$ cat src/include/gaf_amp_map.svh
// register offsets, field positions, reset values and constants of the amplifier control block
`ifndef GAF_AMP_MAP_SVH
`define GAF_AMP_MAP_SVH

// bus geometry
`define GAF_ADDR_W           8
`define GAF_DATA_W           32

// byte offsets of the register words
`define GAF_OFS_AMP_CTRL     8'h00
`define GAF_OFS_OFFSET_TRIM  8'h04
`define GAF_OFS_RES_LOW      8'h08
`define GAF_OFS_RES_HIGH     8'h0c

// amplifier control register fields
`define GAF_CTRL_EN_BIT      6
`define GAF_CTRL_STATUS_BIT  5
`define GAF_CTRL_BW_LSB      0
`define GAF_CTRL_BW_W        2

// offset trim register fields
`define GAF_TRIM_MODE_BIT    7
`define GAF_TRIM_REF_BIT     6
`define GAF_TRIM_CODE_LSB    0
`define GAF_TRIM_CODE_W      6

// reset values
`define GAF_RST_AMP_EN       1'b0
`define GAF_RST_BW           2'h0
`define GAF_RST_CAL_MODE     1'b0
`define GAF_RST_CAL_REF      1'b0
`define GAF_RST_TRIM_CODE    6'h20
`define GAF_RST_RES_LOW      8'h00
`define GAF_RST_RES_HIGH     1'b0

// feedback resistance in kOhm: base minus step per low code minus weight of high bit
`define GAF_RES_KOHM_W       11
`define GAF_R_BASE_KOHM      11'd1915
`define GAF_R_STEP_KOHM      11'd5
`define GAF_R_HIGH_KOHM      11'd640

// bandwidth codes
`define GAF_BW_5KHZ          2'h0
`define GAF_BW_40KHZ         2'h1
`define GAF_BW_600KHZ        2'h2
`define GAF_BW_2MHZ          2'h3

// bus responses
`define GAF_RESP_OKAY        2'h0
`define GAF_RESP_DECERR      2'h3

`endif

$ cat src/include/gaf_pkg.sv
// types shared by the amplifier control register block
`include "gaf_amp_map.svh"

package gaf_pkg;

    // bus slave state
    typedef struct packed {
        logic                   awready;
        logic                   wready;
        logic                   arready;
        logic                   aw_held;
        logic                   w_held;
        logic [`GAF_ADDR_W-1:0] waddr;
        logic [7:0]             wdata;
        logic                   wstrb0;
        logic                   bvalid;
        logic [1:0]             bresp;
        logic                   rd_pend;
        logic [`GAF_ADDR_W-1:0] raddr;
        logic                   rvalid;
        logic [`GAF_DATA_W-1:0] rdata;
        logic [1:0]             rresp;
    } gaf_axil_t;

    // control register state and analog-facing copies
    typedef struct packed {
        logic                       amp_enable;
        logic [1:0]                 amp_bandwidth_sel;
        logic [3:0]                 bw_onehot;
        logic                       offset_cal_mode;
        logic                       cal_reference_sel;
        logic [5:0]                 offset_trim_code;
        logic [7:0]                 res_code_low_bits;
        logic                       res_code_high_bit;
        logic [`GAF_RES_KOHM_W-1:0] res_kohm;
    } gaf_regs_t;

endpackage

$ cat src/verilog/gaf_amp_regs.sv
// control registers of the gas sensor front end amplifier, reached over axi4-lite
//
// Function
// - bandwidth code 00/01/10/11 selects 5 kHz, 40 kHz, 600 kHz, 2 MHz.
// - unused bits of control and upper resistor registers read as zero.
// - trim register bit 7 selects normal or offset calibration mode.
// - trim register bit 6 selects inverting or non-inverting calibration reference.
// - trim register bits 5..0 hold the writable offset trim code.
// - 9-bit resistor code; resistance 1915k minus 5k per step of the low 8 bits minus 640k when bit 8 is set.
// - comparator status bit follows amplifier output in calibration, else zero.
// - control register holds enable, bandwidth field and comparator status bit.
//
// Decided for this implementation: the AXI4-Lite interface to the registers and the register addresses.
`include "gaf_amp_map.svh"

module gaf_amp_regs
(
    input  wire logic                   mclk,
    input  wire logic                   rst_n,
    // register bus
    input  wire logic [`GAF_ADDR_W-1:0] s_axi_awaddr,
    input  wire logic                   s_axi_awvalid,
    output logic                        s_axi_awready,
    input  wire logic [`GAF_DATA_W-1:0] s_axi_wdata,
    input  wire logic [3:0]             s_axi_wstrb,
    input  wire logic                   s_axi_wvalid,
    output logic                        s_axi_wready,
    output logic [1:0]                  s_axi_bresp,
    output logic                        s_axi_bvalid,
    input  wire logic                   s_axi_bready,
    input  wire logic [`GAF_ADDR_W-1:0] s_axi_araddr,
    input  wire logic                   s_axi_arvalid,
    output logic                        s_axi_arready,
    output logic [`GAF_DATA_W-1:0]      s_axi_rdata,
    output logic [1:0]                  s_axi_rresp,
    output logic                        s_axi_rvalid,
    input  wire logic                   s_axi_rready,
    // comparator level from the amplifier output
    input  wire logic                   amp_out_level,
    // analog controls
    output logic                        amp_enable,
    output logic [1:0]                  amp_bandwidth_sel,
    output logic [3:0]                  amp_bw_onehot,
    output logic                        offset_cal_mode,
    output logic                        cal_reference_sel,
    output logic [5:0]                  offset_trim_code,
    output logic [7:0]                  res_code_low_bits,
    output logic                        res_code_high_bit,
    output logic [`GAF_RES_KOHM_W-1:0]  feedback_res_kohm
);

    gaf_pkg::gaf_regs_t r_q;
    gaf_pkg::gaf_regs_t r_d;

    logic                   wr_en;
    logic [`GAF_ADDR_W-1:0] wr_addr;
    logic [7:0]             wr_data;
    logic                   wr_strb0;
    logic                   wr_err;
    logic [`GAF_ADDR_W-1:0] rd_addr;
    logic [`GAF_DATA_W-1:0] rd_data;
    logic                   rd_err;
    logic                   amp_compare_status;

    // bus front end
    gaf_axil_slave u_bus
    (
        .mclk          (mclk),
        .rst_n         (rst_n),
        .s_axi_awaddr  (s_axi_awaddr),
        .s_axi_awvalid (s_axi_awvalid),
        .s_axi_awready (s_axi_awready),
        .s_axi_wdata   (s_axi_wdata),
        .s_axi_wstrb   (s_axi_wstrb),
        .s_axi_wvalid  (s_axi_wvalid),
        .s_axi_wready  (s_axi_wready),
        .s_axi_bresp   (s_axi_bresp),
        .s_axi_bvalid  (s_axi_bvalid),
        .s_axi_bready  (s_axi_bready),
        .s_axi_araddr  (s_axi_araddr),
        .s_axi_arvalid (s_axi_arvalid),
        .s_axi_arready (s_axi_arready),
        .s_axi_rdata   (s_axi_rdata),
        .s_axi_rresp   (s_axi_rresp),
        .s_axi_rvalid  (s_axi_rvalid),
        .s_axi_rready  (s_axi_rready),
        .wr_en         (wr_en),
        .wr_addr       (wr_addr),
        .wr_data       (wr_data),
        .wr_strb0      (wr_strb0),
        .wr_err        (wr_err),
        .rd_addr       (rd_addr),
        .rd_data       (rd_data),
        .rd_err        (rd_err)
    );

    // address decode: anything but the four words is unmapped
    always_comb
    begin
        wr_err = 1'b1;
        unique case (wr_addr)
            `GAF_OFS_AMP_CTRL,
            `GAF_OFS_OFFSET_TRIM,
            `GAF_OFS_RES_LOW,
            `GAF_OFS_RES_HIGH: wr_err = 1'b0;
            default:           wr_err = 1'b1;
        endcase
    end

    // comparator shows only in calibration mode
    assign amp_compare_status = r_q.offset_cal_mode & amp_out_level;

    // read mux, unused bits tied low
    always_comb
    begin
        rd_data = '0;
        rd_err  = 1'b0;
        unique case (rd_addr)
            `GAF_OFS_AMP_CTRL:
            begin
                rd_data[`GAF_CTRL_EN_BIT]     = r_q.amp_enable;
                rd_data[`GAF_CTRL_STATUS_BIT] = amp_compare_status;
                rd_data[`GAF_CTRL_BW_LSB +: `GAF_CTRL_BW_W] = r_q.amp_bandwidth_sel;
            end
            `GAF_OFS_OFFSET_TRIM:
            begin
                rd_data[`GAF_TRIM_MODE_BIT] = r_q.offset_cal_mode;
                rd_data[`GAF_TRIM_REF_BIT]  = r_q.cal_reference_sel;
                rd_data[`GAF_TRIM_CODE_LSB +: `GAF_TRIM_CODE_W] = r_q.offset_trim_code;
            end
            `GAF_OFS_RES_LOW:
            begin
                rd_data[7:0] = r_q.res_code_low_bits;
            end
            `GAF_OFS_RES_HIGH:
            begin
                rd_data[0] = r_q.res_code_high_bit;
            end
            default:
            begin
                rd_err = 1'b1;
            end
        endcase
    end

    // register writes, only byte lane 0 carries data
    always_comb
    begin
        r_d = r_q;
        if (wr_en && wr_strb0)
        begin
            unique case (wr_addr)
                `GAF_OFS_AMP_CTRL:
                begin
                    r_d.amp_enable        = wr_data[`GAF_CTRL_EN_BIT];
                    r_d.amp_bandwidth_sel = wr_data[`GAF_CTRL_BW_LSB +: `GAF_CTRL_BW_W];
                end
                `GAF_OFS_OFFSET_TRIM:
                begin
                    r_d.offset_cal_mode   = wr_data[`GAF_TRIM_MODE_BIT];
                    r_d.cal_reference_sel = wr_data[`GAF_TRIM_REF_BIT];
                    r_d.offset_trim_code  = wr_data[`GAF_TRIM_CODE_LSB +: `GAF_TRIM_CODE_W];
                end
                `GAF_OFS_RES_LOW:
                begin
                    r_d.res_code_low_bits = wr_data;
                end
                `GAF_OFS_RES_HIGH:
                begin
                    r_d.res_code_high_bit = wr_data[0];
                end
                default:
                begin
                    r_d = r_q;
                end
            endcase
        end
        // bandwidth decode to one select line per corner
        unique case (r_d.amp_bandwidth_sel)
            `GAF_BW_5KHZ:   r_d.bw_onehot = 4'h1;
            `GAF_BW_40KHZ:  r_d.bw_onehot = 4'h2;
            `GAF_BW_600KHZ: r_d.bw_onehot = 4'h4;
            `GAF_BW_2MHZ:   r_d.bw_onehot = 4'h8;
        endcase
        // feedback resistance from the 9-bit code
        r_d.res_kohm = `GAF_R_BASE_KOHM
                     - (`GAF_RES_KOHM_W'(r_d.res_code_low_bits) * `GAF_R_STEP_KOHM)
                     - (r_d.res_code_high_bit ? `GAF_R_HIGH_KOHM : 11'h000);
    end

    // state register, analog copies change the cycle after the write
    always_ff @(posedge mclk or negedge rst_n)
    begin
        if (!rst_n)
        begin
            r_q.amp_enable        <= `GAF_RST_AMP_EN;
            r_q.amp_bandwidth_sel <= `GAF_RST_BW;
            r_q.bw_onehot         <= 4'h1;
            r_q.offset_cal_mode   <= `GAF_RST_CAL_MODE;
            r_q.cal_reference_sel <= `GAF_RST_CAL_REF;
            r_q.offset_trim_code  <= `GAF_RST_TRIM_CODE;
            r_q.res_code_low_bits <= `GAF_RST_RES_LOW;
            r_q.res_code_high_bit <= `GAF_RST_RES_HIGH;
            r_q.res_kohm          <= `GAF_R_BASE_KOHM;
        end
        else
        begin
            r_q <= r_d;
        end
    end

    // analog controls straight from state
    assign amp_enable        = r_q.amp_enable;
    assign amp_bandwidth_sel = r_q.amp_bandwidth_sel;
    assign amp_bw_onehot     = r_q.bw_onehot;
    assign offset_cal_mode   = r_q.offset_cal_mode;
    assign cal_reference_sel = r_q.cal_reference_sel;
    assign offset_trim_code  = r_q.offset_trim_code;
    assign res_code_low_bits = r_q.res_code_low_bits;
    assign res_code_high_bit = r_q.res_code_high_bit;
    assign feedback_res_kohm = r_q.res_kohm;

endmodule

$ cat src/verilog/gaf_axil_slave.sv
// axi4-lite slave front end: one write and one read at a time, registered answers
`include "gaf_amp_map.svh"

module gaf_axil_slave
(
    input  wire logic                   mclk,
    input  wire logic                   rst_n,
    input  wire logic [`GAF_ADDR_W-1:0] s_axi_awaddr,
    input  wire logic                   s_axi_awvalid,
    output logic                        s_axi_awready,
    input  wire logic [`GAF_DATA_W-1:0] s_axi_wdata,
    input  wire logic [3:0]             s_axi_wstrb,
    input  wire logic                   s_axi_wvalid,
    output logic                        s_axi_wready,
    output logic [1:0]                  s_axi_bresp,
    output logic                        s_axi_bvalid,
    input  wire logic                   s_axi_bready,
    input  wire logic [`GAF_ADDR_W-1:0] s_axi_araddr,
    input  wire logic                   s_axi_arvalid,
    output logic                        s_axi_arready,
    output logic [`GAF_DATA_W-1:0]      s_axi_rdata,
    output logic [1:0]                  s_axi_rresp,
    output logic                        s_axi_rvalid,
    input  wire logic                   s_axi_rready,
    output logic                        wr_en,
    output logic [`GAF_ADDR_W-1:0]      wr_addr,
    output logic [7:0]                  wr_data,
    output logic                        wr_strb0,
    input  wire logic                   wr_err,
    output logic [`GAF_ADDR_W-1:0]      rd_addr,
    input  wire logic [`GAF_DATA_W-1:0] rd_data,
    input  wire logic                   rd_err
);

    gaf_pkg::gaf_axil_t s_q;
    gaf_pkg::gaf_axil_t s_d;

    // commit once address and data are both held and no response is pending
    assign wr_en    = s_q.aw_held & s_q.w_held & ~s_q.bvalid;
    assign wr_addr  = s_q.waddr;
    assign wr_data  = s_q.wdata;
    assign wr_strb0 = s_q.wstrb0;
    assign rd_addr  = s_q.raddr;

    // bus outputs straight from state
    assign s_axi_awready = s_q.awready;
    assign s_axi_wready  = s_q.wready;
    assign s_axi_arready = s_q.arready;
    assign s_axi_bvalid  = s_q.bvalid;
    assign s_axi_bresp   = s_q.bresp;
    assign s_axi_rvalid  = s_q.rvalid;
    assign s_axi_rdata   = s_q.rdata;
    assign s_axi_rresp   = s_q.rresp;

    // channel handshakes
    always_comb
    begin
        s_d = s_q;
        if (s_axi_awvalid && s_q.awready)
        begin
            s_d.awready = 1'b0;
            s_d.aw_held = 1'b1;
            s_d.waddr   = s_axi_awaddr;
        end
        if (s_axi_wvalid && s_q.wready)
        begin
            s_d.wready  = 1'b0;
            s_d.w_held  = 1'b1;
            s_d.wdata   = s_axi_wdata[7:0];
            s_d.wstrb0  = s_axi_wstrb[0];
        end
        if (wr_en)
        begin
            s_d.aw_held = 1'b0;
            s_d.w_held  = 1'b0;
            s_d.bvalid  = 1'b1;
            s_d.bresp   = wr_err ? `GAF_RESP_DECERR : `GAF_RESP_OKAY;
        end
        if (s_q.bvalid && s_axi_bready)
        begin
            s_d.bvalid  = 1'b0;
            s_d.awready = 1'b1;
            s_d.wready  = 1'b1;
        end
        // read: address taken, data captured one cycle later
        if (s_axi_arvalid && s_q.arready)
        begin
            s_d.arready = 1'b0;
            s_d.raddr   = s_axi_araddr;
            s_d.rd_pend = 1'b1;
        end
        if (s_q.rd_pend)
        begin
            s_d.rd_pend = 1'b0;
            s_d.rvalid  = 1'b1;
            s_d.rdata   = rd_err ? '0 : rd_data;
            s_d.rresp   = rd_err ? `GAF_RESP_DECERR : `GAF_RESP_OKAY;
        end
        if (s_q.rvalid && s_axi_rready)
        begin
            s_d.rvalid  = 1'b0;
            s_d.arready = 1'b1;
        end
    end

    // state register
    always_ff @(posedge mclk or negedge rst_n)
    begin
        if (!rst_n)
        begin
            s_q         <= '0;
            s_q.awready <= 1'b1;
            s_q.wready  <= 1'b1;
            s_q.arready <= 1'b1;
        end
        else
        begin
            s_q <= s_d;
        end
    end

endmodule

$ cat config.mk
export PLATFORM = sky130hd
export DESIGN_NAME = gaf_amp_regs
export DESIGN_NICKNAME = d
export VERILOG_FILES = /design/src/include/gaf_pkg.sv /design/src/verilog/gaf_amp_regs.sv /design/src/verilog/gaf_axil_slave.sv
export VERILOG_INCLUDE_DIRS = /design/src /design/src/include
export SDC_FILE = /design/constraint.sdc
export NUM_CORES = 1
export LEC_CHECK = 0
export ABC_AREA = 1
export BUFFER_PORTS_ARGS = -buffer_cell sky130_fd_sc_hd__buf_2
export CORE_ASPECT_RATIO = 1.1
export CORE_MARGIN = 1.5
export CORE_UTILIZATION = 54
export DETAILED_ROUTE_END_ITERATION = 6
export HOLD_SLACK_MARGIN = 0.03
export PLACE_DENSITY = 0.86
export SYNTH_ARGS = -nofsm -noshare
export SYNTH_HDL_FRONTEND = slang
export SYNTH_SLANG_ARGS = --single-unit
$ cat constraint.sdc
create_clock -name mclk -period 6.2 [get_ports mclk]
set_input_delay 0.31 -clock mclk [delete_from_list [all_inputs] [get_ports mclk]]
set_output_delay 0.31 -clock mclk [all_outputs]
set_load 0.01 [all_outputs]
==> qor.txt, run 1 <==
Status = finished, final reports clean
Residual DRC = 0
Port bufs = 84
Min cycle time layout = 2.915 ns
Vias per Instance = 4.769
Reg2reg start = u_bus.s_axi_bvalid$_DFFE_PN0P_
CTS clk-pin slew, worst paths = 0.08 ns
Die Area = 0.007682 sq mm
CP max FO = 13
Remaining antenna violation count = 0
Maximum vdd drop = 0.2626 mV
Vias in the first global route = 2,776
Initial antenna violation count = 0
Yosys synthesis warning count = 0
TNS Setup = 0 ns
Clock Latency Late Sink = 0.34 ns
P&R area growth vs syn = 12.87%
Post-Syn Area = 0.003869 sq mm
Row cnt = 32
CP peak stage delay = 0.41 ns
Reg2reg path depth = 20
Num Clock Sinks = 78
Gr ovfl total = 0
Total Power = 0.001976 W
Leading area contributor after synthesis = dfrtp_1
Cts bufs inserted = 9
Crit path depth = 20
First-pass GRT wire length = 12.56 mm
CP max-delay cell = dfrtp_1
# Max-Cap Violations = 0
Min-delay worst type = input pin to async pin
Synth top area cells = dfrtp_1 41%, nand2_1 11%, dfstp_2 9.5%, buf_4 7.0%, inv_1 4.7%
Worst setup SP type = register
DP HPWL = 5.518 mm
Kind of cell adding the most delay to the critical path = simple AND/OR/NAND/NOR gates
P_leak = 2.374 nW
Post_cts resized = 0
Number of H-tree levels = 3
Final Max Slew Viols = 0
Cell count after synthesis = 425
Pwr/cell area = 452.5 mW/mm^2
Core area = 0.006967 sq mm
Die X = 83.71 um
Crit path capture type = register
Syn Area/Cell = 9.103 sq um
Hold Buf Count CTS = 0
CP Class = register to register
Distinct cells, synth = 35
Part of the Yosys area used for sequential elements = 50.91%
DR WL/cell = 12.38 um
Routed WL = 7.304 mm
Cell total after placement = 574
Final worst-path cycle share = 47.01%
Die Y = 91.78 um
Clock Tree Root = clkbuf_8
RSZ-0062 raised after global routing = no
Final Hold Fails = 0
Crit path required time = 6.47 ns
DR iter-0 viols = 237
Crit path DAT = 3.18 ns
Yosys reg bits = 78
Worst slew pin tran = 0.9454 ns
Post-route clock skew = 0.01003 ns
Slew HR = 36.97%
Pre-Repair DR Iteration Count = 4
WHS = 0.1080 ns
Crit-path cells = inv_2, nand3_2, nor2_4, nand2_4, o21ai_1, inv_1, nor2_1, nor2_1, ha_1, ha_1, nor2_1, inv_1, nand2_1, inv_1, nand3_2, nor2_1, nor2_2, nand2_1, nand2_1, nand2_1
Clock Path Buffers = 2
CTS tree = built
Top-level port count = 136
Leading cell type in the layout, fill and taps excluded = nand2_1
Fraction of layout cells with a size suffix above 1 = 29.50%
Final Setup Violations = 0
Starting Density = 55.53%
FF-to-FF End = feedback_res_kohm[9]$_DFF_PN1_
Tot GR Track Use = 20.53%
Via count = 2,814
Diode count = 0
Commonest non-fill, non-tap cells in the layout = 114 x nand2_1, 83 x buf_2, 64 x dfrtp_1
Largest net degree at the start of global routing = 79
Placer congestion estimate = 0.8182
Top cell type's share of synthesized area = 41.40%
Fin cells = 590
Worst path bufs/invs = 4
Fmax = 0.3431 GHz
Final #Nets = 569
Reg2reg setup slack = 3.29 ns
Post-CTS setup buffers = 0
==> per-layer routing <==
| layer | vias to the layer above | part of all wire [%] | global-route usage [%] |
|---|---|---|---|
| li1 | 1419 | - | - |
| met1 | 1296 | 45 | 27.43 |
| met2 | 83 | 48 | 33.60 |
| met3 | 16 | 3.7 | 3.150 |
| met4 | 0 | 2.5 | 8.607 |
| met5 | - | 0 | 0 |
==> worst max path at each step <==
stage / startpoint / end
after detailed placement: u_bus.s_axi_bvalid$_DFFE_PN0P_ / feedback_res_kohm[9]$_DFF_PN1_
after floorplan: u_bus.s_axi_bvalid$_DFFE_PN0P_ / feedback_res_kohm[10]$_DFF_PN1_
after CTS: u_bus.s_axi_bvalid$_DFFE_PN0P_ / feedback_res_kohm[9]$_DFF_PN1_
after global placement: u_bus.s_axi_bvalid$_DFFE_PN0P_ / feedback_res_kohm[10]$_DFF_PN1_
after global routing: u_bus.s_axi_bvalid$_DFFE_PN0P_ / feedback_res_kohm[9]$_DFF_PN1_
final: u_bus.s_axi_bvalid$_DFFE_PN0P_ / feedback_res_kohm[9]$_DFF_PN1_
==> cell type report <==
| cell class | instances | area, sq um |
|---|---|---|
| fill | 589 | 2600 |
| sequential | 78 | 1969 |
| multi-input combinational | 274 | 1481 |
| timing repair buffer | 84 | 422.9 |
| inverter | 53 | 200.2 |
| clock buffer | 14 | 172.7 |
| tap | 85 | 106.4 |
| clock inverter | 2 | 13.76 |
==> cells by family (layout without fill, tap and decap cells) <==
group / count (synthesis) / in the layout / synth area share (%)
compound gates: 53 / 53 / 8.086
xor+xnor: 8 / 8 / 1.811
fa+ha+maj: 9 / 9 / 3.299
buf+inv: 96 / 153 / 13.03
flops: 78 / 78 / 50.91
mux: 8 / 8 / 2.329
other cells: 1 / 24 / 0.09693
simple gates: 172 / 172 / 20.44
==> registers in the layout (all words and copies together) (netlist names), 2 cells and up <==
signal / cells
amp_bw_onehot: 4
offset_trim_code: 6
u_bus.s_axi_rdata: 8
u_bus.rd_addr: 8
u_bus.s_q: 3
amp_bandwidth_sel: 2
u_bus.wr_addr: 8
feedback_res_kohm: 11
u_bus.wr_data: 8
res_code_low_bits: 8
==> Yosys cell counts (all sizes together) <==
master and instances:
a211oi 1, a21oi 6, a22o 3, buf 37
clkbuf 6, clkinv 1, conb 1, dfrtp 64
dfstp 14, fa 2, ha 7, inv 52
mux2 8, nand2 126, nand3 13, nand3b 1
nand4 3, nor2 26, nor3 2, nor4 1
o211ai 1, o21a 5, o21ai 37, xnor2 3
xor2 5
==> metrics by stage <==
stage                     area (sq um)  worst slack [ns]  util [%]
after CTS                         4367             3.268     62.68
after detailed placement          4180             3.348     60.00
after global routing              4367             2.962     62.68
final                             4367             3.285     62.68
after global placement            4180             3.404     60.00
after floorplan                   3955             3.581         -
==> where the power goes <==
group | switching (W) | total [W] | leakage [nW] | internal, W
clock network | 0.000176 | 0.000356 | 0.0971 | 0.000180
registers | 0.000111 | 0.000819 | 0.979 | 0.000708
logic | 0.000501 | 0.000802 | 1.30 | 0.000301
total | 0.000788 | 0.00198 | 2.37 | 0.00119
Power figures use the tool's default switching activity.
==> run 2: changes to the inputs <==
--- a/config.mk
+++ b/config.mk
@@ -10,10 +10,10 @@
 export BUFFER_PORTS_ARGS = -buffer_cell sky130_fd_sc_hd__buf_2
 export CORE_ASPECT_RATIO = 1.1
 export CORE_MARGIN = 1.5
-export CORE_UTILIZATION = 54
+export CORE_UTILIZATION = 50
 export DETAILED_ROUTE_END_ITERATION = 6
 export HOLD_SLACK_MARGIN = 0.03
-export PLACE_DENSITY = 0.86
+export PLACE_DENSITY = 0.8
 export SYNTH_ARGS = -nofsm -noshare
 export SYNTH_HDL_FRONTEND = slang
 export SYNTH_SLANG_ARGS = --single-unit
==> constraint.sdc (replaced) <==
create_clock -name mclk -period 2.88 [get_ports mclk]
set_input_delay 0.144 -clock mclk [delete_from_list [all_inputs] [get_ports mclk]]
set_output_delay 0.144 -clock mclk [all_outputs]
set_load 0.01 [all_outputs]
==> qor.txt, run 2 (synthesis results as in run 1) <==
Worst path bufs/invs = 0
Number of H-tree levels = 3
Largest net degree at the start of global routing = 79
Clock Path Buffers = 2
Routed WL = 8.240 mm
Min cycle time layout = 2.731 ns
Remaining antenna violation count = 0
Pwr/cell area = 976.3 mW/mm^2
P_int = 0.003020 W
Filler cells = 565
Clock Tree Root = clkbuf_8
Sw frac = 38.16%
Vias per Instance = 4.651
Part of the power in combinational logic = 42.8%
Worst slew pin tran = 0.9536 ns
DR iter-0 viols = 133
Maximum vdd drop = 0.4843 mV
Crit path top cell by count = nand2_1
Leading cell type in the layout, fill and taps excluded = nand2_1
Kind of cell adding the most delay to the critical path = simple AND/OR/NAND/NOR gates
Via count = 3,051
Fin util = 66.93%
P_leak = 2.618 nW
RSZ-0062 raised after global routing = yes
TNS Setup = 0 ns
Vias in the first global route = 2,917
Crit path capture type = register
Worst setup SP type = register
WHS = 0.03568 ns
Gr ovfl total = 0
CP max FO = 7
Initial antenna violation count = 0
Post-route clock skew = 0.01502 ns
CP peak stage delay = 0.41 ns
Final Max Slew Viols = 0
Top-level port count = 136
Port bufs = 84
Clock share of power = 20.5%
CP Class = register to register
Flop pwr share = 36.7%
CP max-delay cell = dfrtp_1
DR WL/cell = 12.56 um
CTS clk-pin slew, worst paths = 0.08 ns
Final worst-path cycle share = 94.83%
Starting Density = 51.77%
Status = finished, final reports clean
Cts bufs inserted = 9
Num Clock Sinks = 78
Fmax = 0.3662 GHz
Commonest non-fill, non-tap cells in the layout = 107 x nand2_1, 83 x buf_2, 64 x dfrtp_1
Final Hold Fails = 0
Min-delay worst type = input pin to register
Die X = 86.87 um
# Max-Cap Violations = 0
P&R area growth vs syn = 29.30%
Pre-Repair DR Iteration Count = 4
Clock Latency Late Sink = 0.34 ns
CTS tree = built
Row cnt = 33
Max reg flops = 11
Placer congestion estimate = 0.7975
Die Area = 0.008275 sq mm
Fraction of layout cells with a size suffix above 1 = 35.39%
First-pass GRT wire length = 13.08 mm
Crit path required time = 3.14 ns
Diode count = 0
Die Y = 95.26 um
Core area = 0.007473 sq mm
Crit path DAT = 2.99 ns
Slew HR = 36.42%
Tot GR Track Use = 20.55%
DP HPWL = 5.655 mm
Residual DRC = 0
Sw Pwr = 0.001864 W
Crit-path cells = nor2_2, nand2_2, nor2_4, nand2_8, o21ai_4, xor2_1, ha_1, nand2_1, nor2_2, a211oi_2, nor2_1, o21ai_2, nand2_2, nand3_1, nand2_1, nand2_1, nand2_1
Final Setup Violations = 0
Final #Nets = 615
run 2: layout make-up:
type / instances / area [sq um] / share of cell area [%]
clock inverter: 5 / 103.9 / 2.076
multi-input combinational: 275 / 1618 / 32.34
timing repair buffer: 129 / 838.3 / 16.76
clock buffer: 11 / 141.4 / 2.826
sequential: 78 / 1969 / 39.37
tap: 105 / 131.4 / 2.626
inverter: 53 / 200.2 / 4.002
run 2: per-stage QoR:
step	cell area [sq um]	setup slack, ns	total power, W	std cells
5_1_grt	5002	-0.03712	0.005259	656
3_3_place_gp	4213	0.1064	0.003448	595
3_5_place_dp	4213	0.05784	0.003521	595
6_report	5002	0.1489	0.004884	656
4_1_cts	4718	0.005856	0.004557	637
2_1_floorplan	3955	0.2612	0.003044	448
run 2: worst paths after layout:
path	from	endpoint	slack, ns	cells past startpoint
hold / removal	s_axi_araddr[5]	u_bus.rd_addr[5]$_DFFE_PN0P_	0.04	2
max in group asynchronous	rst_n	amp_bw_onehot[2]$_DFF_PN0_	1.78	2
setup / recovery	u_bus.wr_addr[0]$_DFFE_PN0P_	feedback_res_kohm[10]$_DFF_PN1_	0.15	17
hold reg to reg	u_bus.s_axi_rdata[5]$_DFFE_PN0P_	u_bus.s_axi_rdata[5]$_DFFE_PN0P_	0.48	2
setup reg to reg	u_bus.wr_addr[0]$_DFFE_PN0P_	feedback_res_kohm[10]$_DFF_PN1_	0.15	17
min in group asynchronous	rst_n	res_code_low_bits[0]$_DFF_PN0_	0.51	2
run 2: power groups by stage:
stage / registers [W] / logic, W / clock network (W)
6_report: 0.00179 / 0.00209 / 0.000999
2_1_floorplan: 0.00180 / 0.00124 / 0
5_1_grt: 0.00183 / 0.00237 / 0.00106
3_3_place_gp: 0.00177 / 0.00168 / 0
3_5_place_dp: 0.00179 / 0.00173 / 0
4_1_cts: 0.00177 / 0.00177 / 0.00101
run 2: timing repair:
item | 4_1_cts | 5_1_grt
gates resized for setup | 0 | 32
hold buffers | 26 | 0
setup buffers | 0 | 18
hold endpoints to repair | 89 | 0
setup endpoints to repair | 0 | 3
run 2: per-layer routing:
metal  wire (um)  global-route usage [%]  up-vias
met1        3584                   25.38     1449
met2        4198                   35.98       81
met4         172                   8.602        0
met5           0                       0        -
met3         284                   2.944       14
li1            -                       -     1507
==> run 3: changes to the inputs <==
--- a/config.mk
+++ b/config.mk
@@ -10,10 +10,11 @@
 export BUFFER_PORTS_ARGS = -buffer_cell sky130_fd_sc_hd__buf_2
 export CORE_ASPECT_RATIO = 1.1
 export CORE_MARGIN = 1.5
-export CORE_UTILIZATION = 50
+export CORE_UTILIZATION = 54
 export DETAILED_ROUTE_END_ITERATION = 6
 export HOLD_SLACK_MARGIN = 0.03
-export PLACE_DENSITY = 0.8
+export PLACE_DENSITY = 0.82
 export SYNTH_ARGS = -nofsm -noshare
 export SYNTH_HDL_FRONTEND = slang
+export SYNTH_HIERARCHICAL = 1
 export SYNTH_SLANG_ARGS = --single-unit
==> qor.txt, run 3 <==
Status = finished, final reports clean
Most numerous cell in the Yosys netlist = nand2_1
CTS clk-pin slew, worst paths = 0.11 ns
Final Max Slew Viols = 0
Crit path top cell by count = nand2_1
Commonest non-fill, non-tap cells in the layout = 209 x nand2_1, 108 x buf_2, 88 x dfrtp_1
Post-route clock skew = 0.01410 ns
P_leak = 3.374 nW
Sw Pwr = 0.002132 W
DR iter-0 viols = 240
Vias in the first global route = 3,904
Starting Density = 55.14%
Die Area = 0.01005 sq mm
Part of the Yosys area used for sequential elements = 50.34%
Fmax = 0.3691 GHz
Cts bufs inserted = 9
Synth Flop Type = dfrtp_1
Pwr/cell area = 875.4 mW/mm^2
CP max FO = 5
Initial antenna violation count = 0
Min-delay worst type = input pin to async pin
Crit path DAT = 3.02 ns
Remaining antenna violation count = 0
Vias per Instance = 4.911
Clock Tree Root = clkbuf_8
Fin cells = 830
Gr ovfl total = 0
Yosys reg bits = 102
EDFF count, synth = 0
Placer congestion estimate = 0.8550
Largest net degree at the start of global routing = 96
Top-level port count = 136
CTS tree = built
CP max-delay cell = dfrtp_1
Cell count after synthesis = 594
Crit-path cells = inv_2, nand3_1, inv_1, nand2_2, inv_4, buf_4, nand3_1, nand2_4, xnor2_2, ha_2, ha_1, inv_1, ha_4, inv_2, o21ai_0, a31oi_1, nand2_1, nand2_1, nand2_1
CP peak stage delay = 0.41 ns
Port bufs = 108
Clock share of power = 16.4%
Sw frac = 40.34%
Max Used Layer = met4
Maximum vdd drop = 0.5349 mV
Synth top area cells = dfrtp_1 43%, nand2_1 16%, buf_4 8.8%, dfstp_2 7.2%, nand3_1 4.1%
Crit path required time = 3.19 ns
Yosys synthesis warning count = 6
Routed WL = 11.32 mm
WL met1 = 4.578 mm
WHS = 0.004808 ns
Diode count = 0
Leading area contributor after synthesis = dfrtp_1
Cell total after placement = 774
Slew HR = 23.36%
Syn Area/Cell = 8.594 sq um
Asr flop ratio synth = 100.0%
Part of the power in combinational logic = 40.2%
Clock Latency Late Sink = 0.36 ns
Number of H-tree levels = 3
Pre-Repair DR Iteration Count = 5
Worst setup SP type = register
# Max-Cap Violations = 0
Final Hold Fails = 0
P&R area growth vs syn = 18.28%
Die X = 95.71 um
Final #Nets = 781
P_int = 0.003153 W
DP HPWL = 7.669 mm
Max reg flops = 32
Met3 Wirelength = 565 um
Fraction of layout cells with a size suffix above 1 = 28.61%
Total Power = 0.005286 W
Die Y = 105.0 um
Final Setup Violations = 0
Clock Path Buffers = 2
Min cycle time layout = 2.709 ns
Residual DRC = 0
Distinct cells, synth = 35
TNS Setup = 0 ns
Synth top cells by count = 215 x nand2_1, 88 x dfrtp_1, 60 x buf_4
Leading cell type in the layout, fill and taps excluded = nand2_1
Crit path capture type = register
Top cell type's share of synthesized area = 43.14%
Worst slew pin tran = 1.150 ns
First-pass GRT wire length = 17.86 mm
Via count = 4,076
Final worst-path cycle share = 94.07%
Num Clock Sinks = 102
Flop pwr share = 43.4%
Tot GR Track Use = 22.78%
Core area = 0.009259 sq mm
Row cnt = 37
DR WL/cell = 13.64 um
Post-Syn Area = 0.005105 sq mm
CP Class = register to register
Routed wl met2 = 5.835 mm
==> run 3: cell types whose count changed in the layout (fill, tap and decap cells not counted), moves of 8 or more <==
cell and delta:
o21ai_0 -10, buf_2 +25, dfrtp_1 +24, nand2_1 +102, nand4_1 +9, mux2_2 -8, nand3_1 +31
==> run 3: layout make-up <==
| type | instances | area (sq um) |
|---|---|---|
| fillers | 740 | 3221 |
| flip-flops and latches | 102 | 2570 |
| multi-input cells | 384 | 1959 |
| repair buffers | 154 | 949.7 |
| inverters | 57 | 219.0 |
| clock buffers | 11 | 151.4 |
| well taps | 117 | 146.4 |
| clock inverters | 5 | 42.54 |
==> run 3: power by group through the flow <==
stage          registers, W  logic (W)  clock network [W]
5_1_grt             0.00235    0.00239           0.000951
4_1_cts             0.00228    0.00188           0.000885
6_report            0.00229    0.00212           0.000868
3_5_place_dp        0.00231    0.00184                  0
2_1_floorplan       0.00221    0.00165                  0
3_3_place_gp        0.00228    0.00174                  0
==> run 3: final timing paths <==
| kind | start | end | slack (ns) | cells past startpoint |
|---|---|---|---|---|
| worst max-delay path | u_bus/s_axi_bvalid$_DFFE_PN0P_ | feedback_res_kohm[9]$_DFF_PN1_ | 0.17 | 19 |
| min in group mclk | s_axi_araddr[1] | u_bus/rd_addr[1]$_DFFE_PN0P_ | 0.04 | 3 |
| worst min-delay path | rst_n | u_bus/s_axi_rdata[21]$_DFFE_PN0P_ | 0.005 | 1 |
| worst max register to register | u_bus/s_axi_bvalid$_DFFE_PN0P_ | feedback_res_kohm[9]$_DFF_PN1_ | 0.17 | 19 |
| worst min register to register | u_bus/rd_addr[0]$_DFFE_PN0P_ | u_bus/rd_addr[0]$_DFFE_PN0P_ | 0.48 | 2 |
| max in group asynchronous | rst_n | cal_reference_sel$_DFFE_PN0P_ | 2.10 | 2 |
==> run 3: routing by layer <==
metal | vias to the layer above | track usage, %
met3 | 31 | 3.493
met1 | 1895 | 27.71
met2 | 143 | 39.13
met5 | - | 0
met4 | 0 | 9.979
li1 | 2007 | -
==> run 3: kinds of logic (layout without fill, tap and decap cells) <==
logic type / count (synthesis) / after routing / share of synthesized area (%)
compound gates: 42 / 42 / 4.927
xor+xnor: 6 / 6 / 1.030
buf+inv: 131 / 227 / 15.00
other cells: 1 / 24 / 0.07346
simple gates: 299 / 299 / 25.15
flops: 102 / 102 / 50.34
fa+ha+maj: 13 / 13 / 3.480
==> run 3: worst max-delay path: cells and delay by family (launching register included) <==
kind	cells	cell delay [ns]
AND/OR/NAND/NOR	7	0.66
adder cells (fa/ha/maj)	3	0.64
AO/OA/AOI/OAI	2	0.28
XOR/XNOR	1	0.13
flip-flops	1	0.41
buffers and inverters	6	0.53
==> run 3: metrics by stage <==
stage	setup slack, ns	utilization [%]	instance area (sq um)
floorplan	0.08234	-	5191
global placement	0.1475	58.04	5374
detailed placement	-0.03402	58.04	5374
CTS	0.01958	62.73	5808
global route	-0.1013	65.22	6038
finish	0.1708	65.22	6038
==> run 3: what timing repair did <==
item	CTS	global route
setup buffers	0	16
resized for setup	2	29
pin swaps	0	9
endpoints found under the hold margin	24	0
hold buffers	24	0
setup endpoints to repair	2	6
cloned	0	0
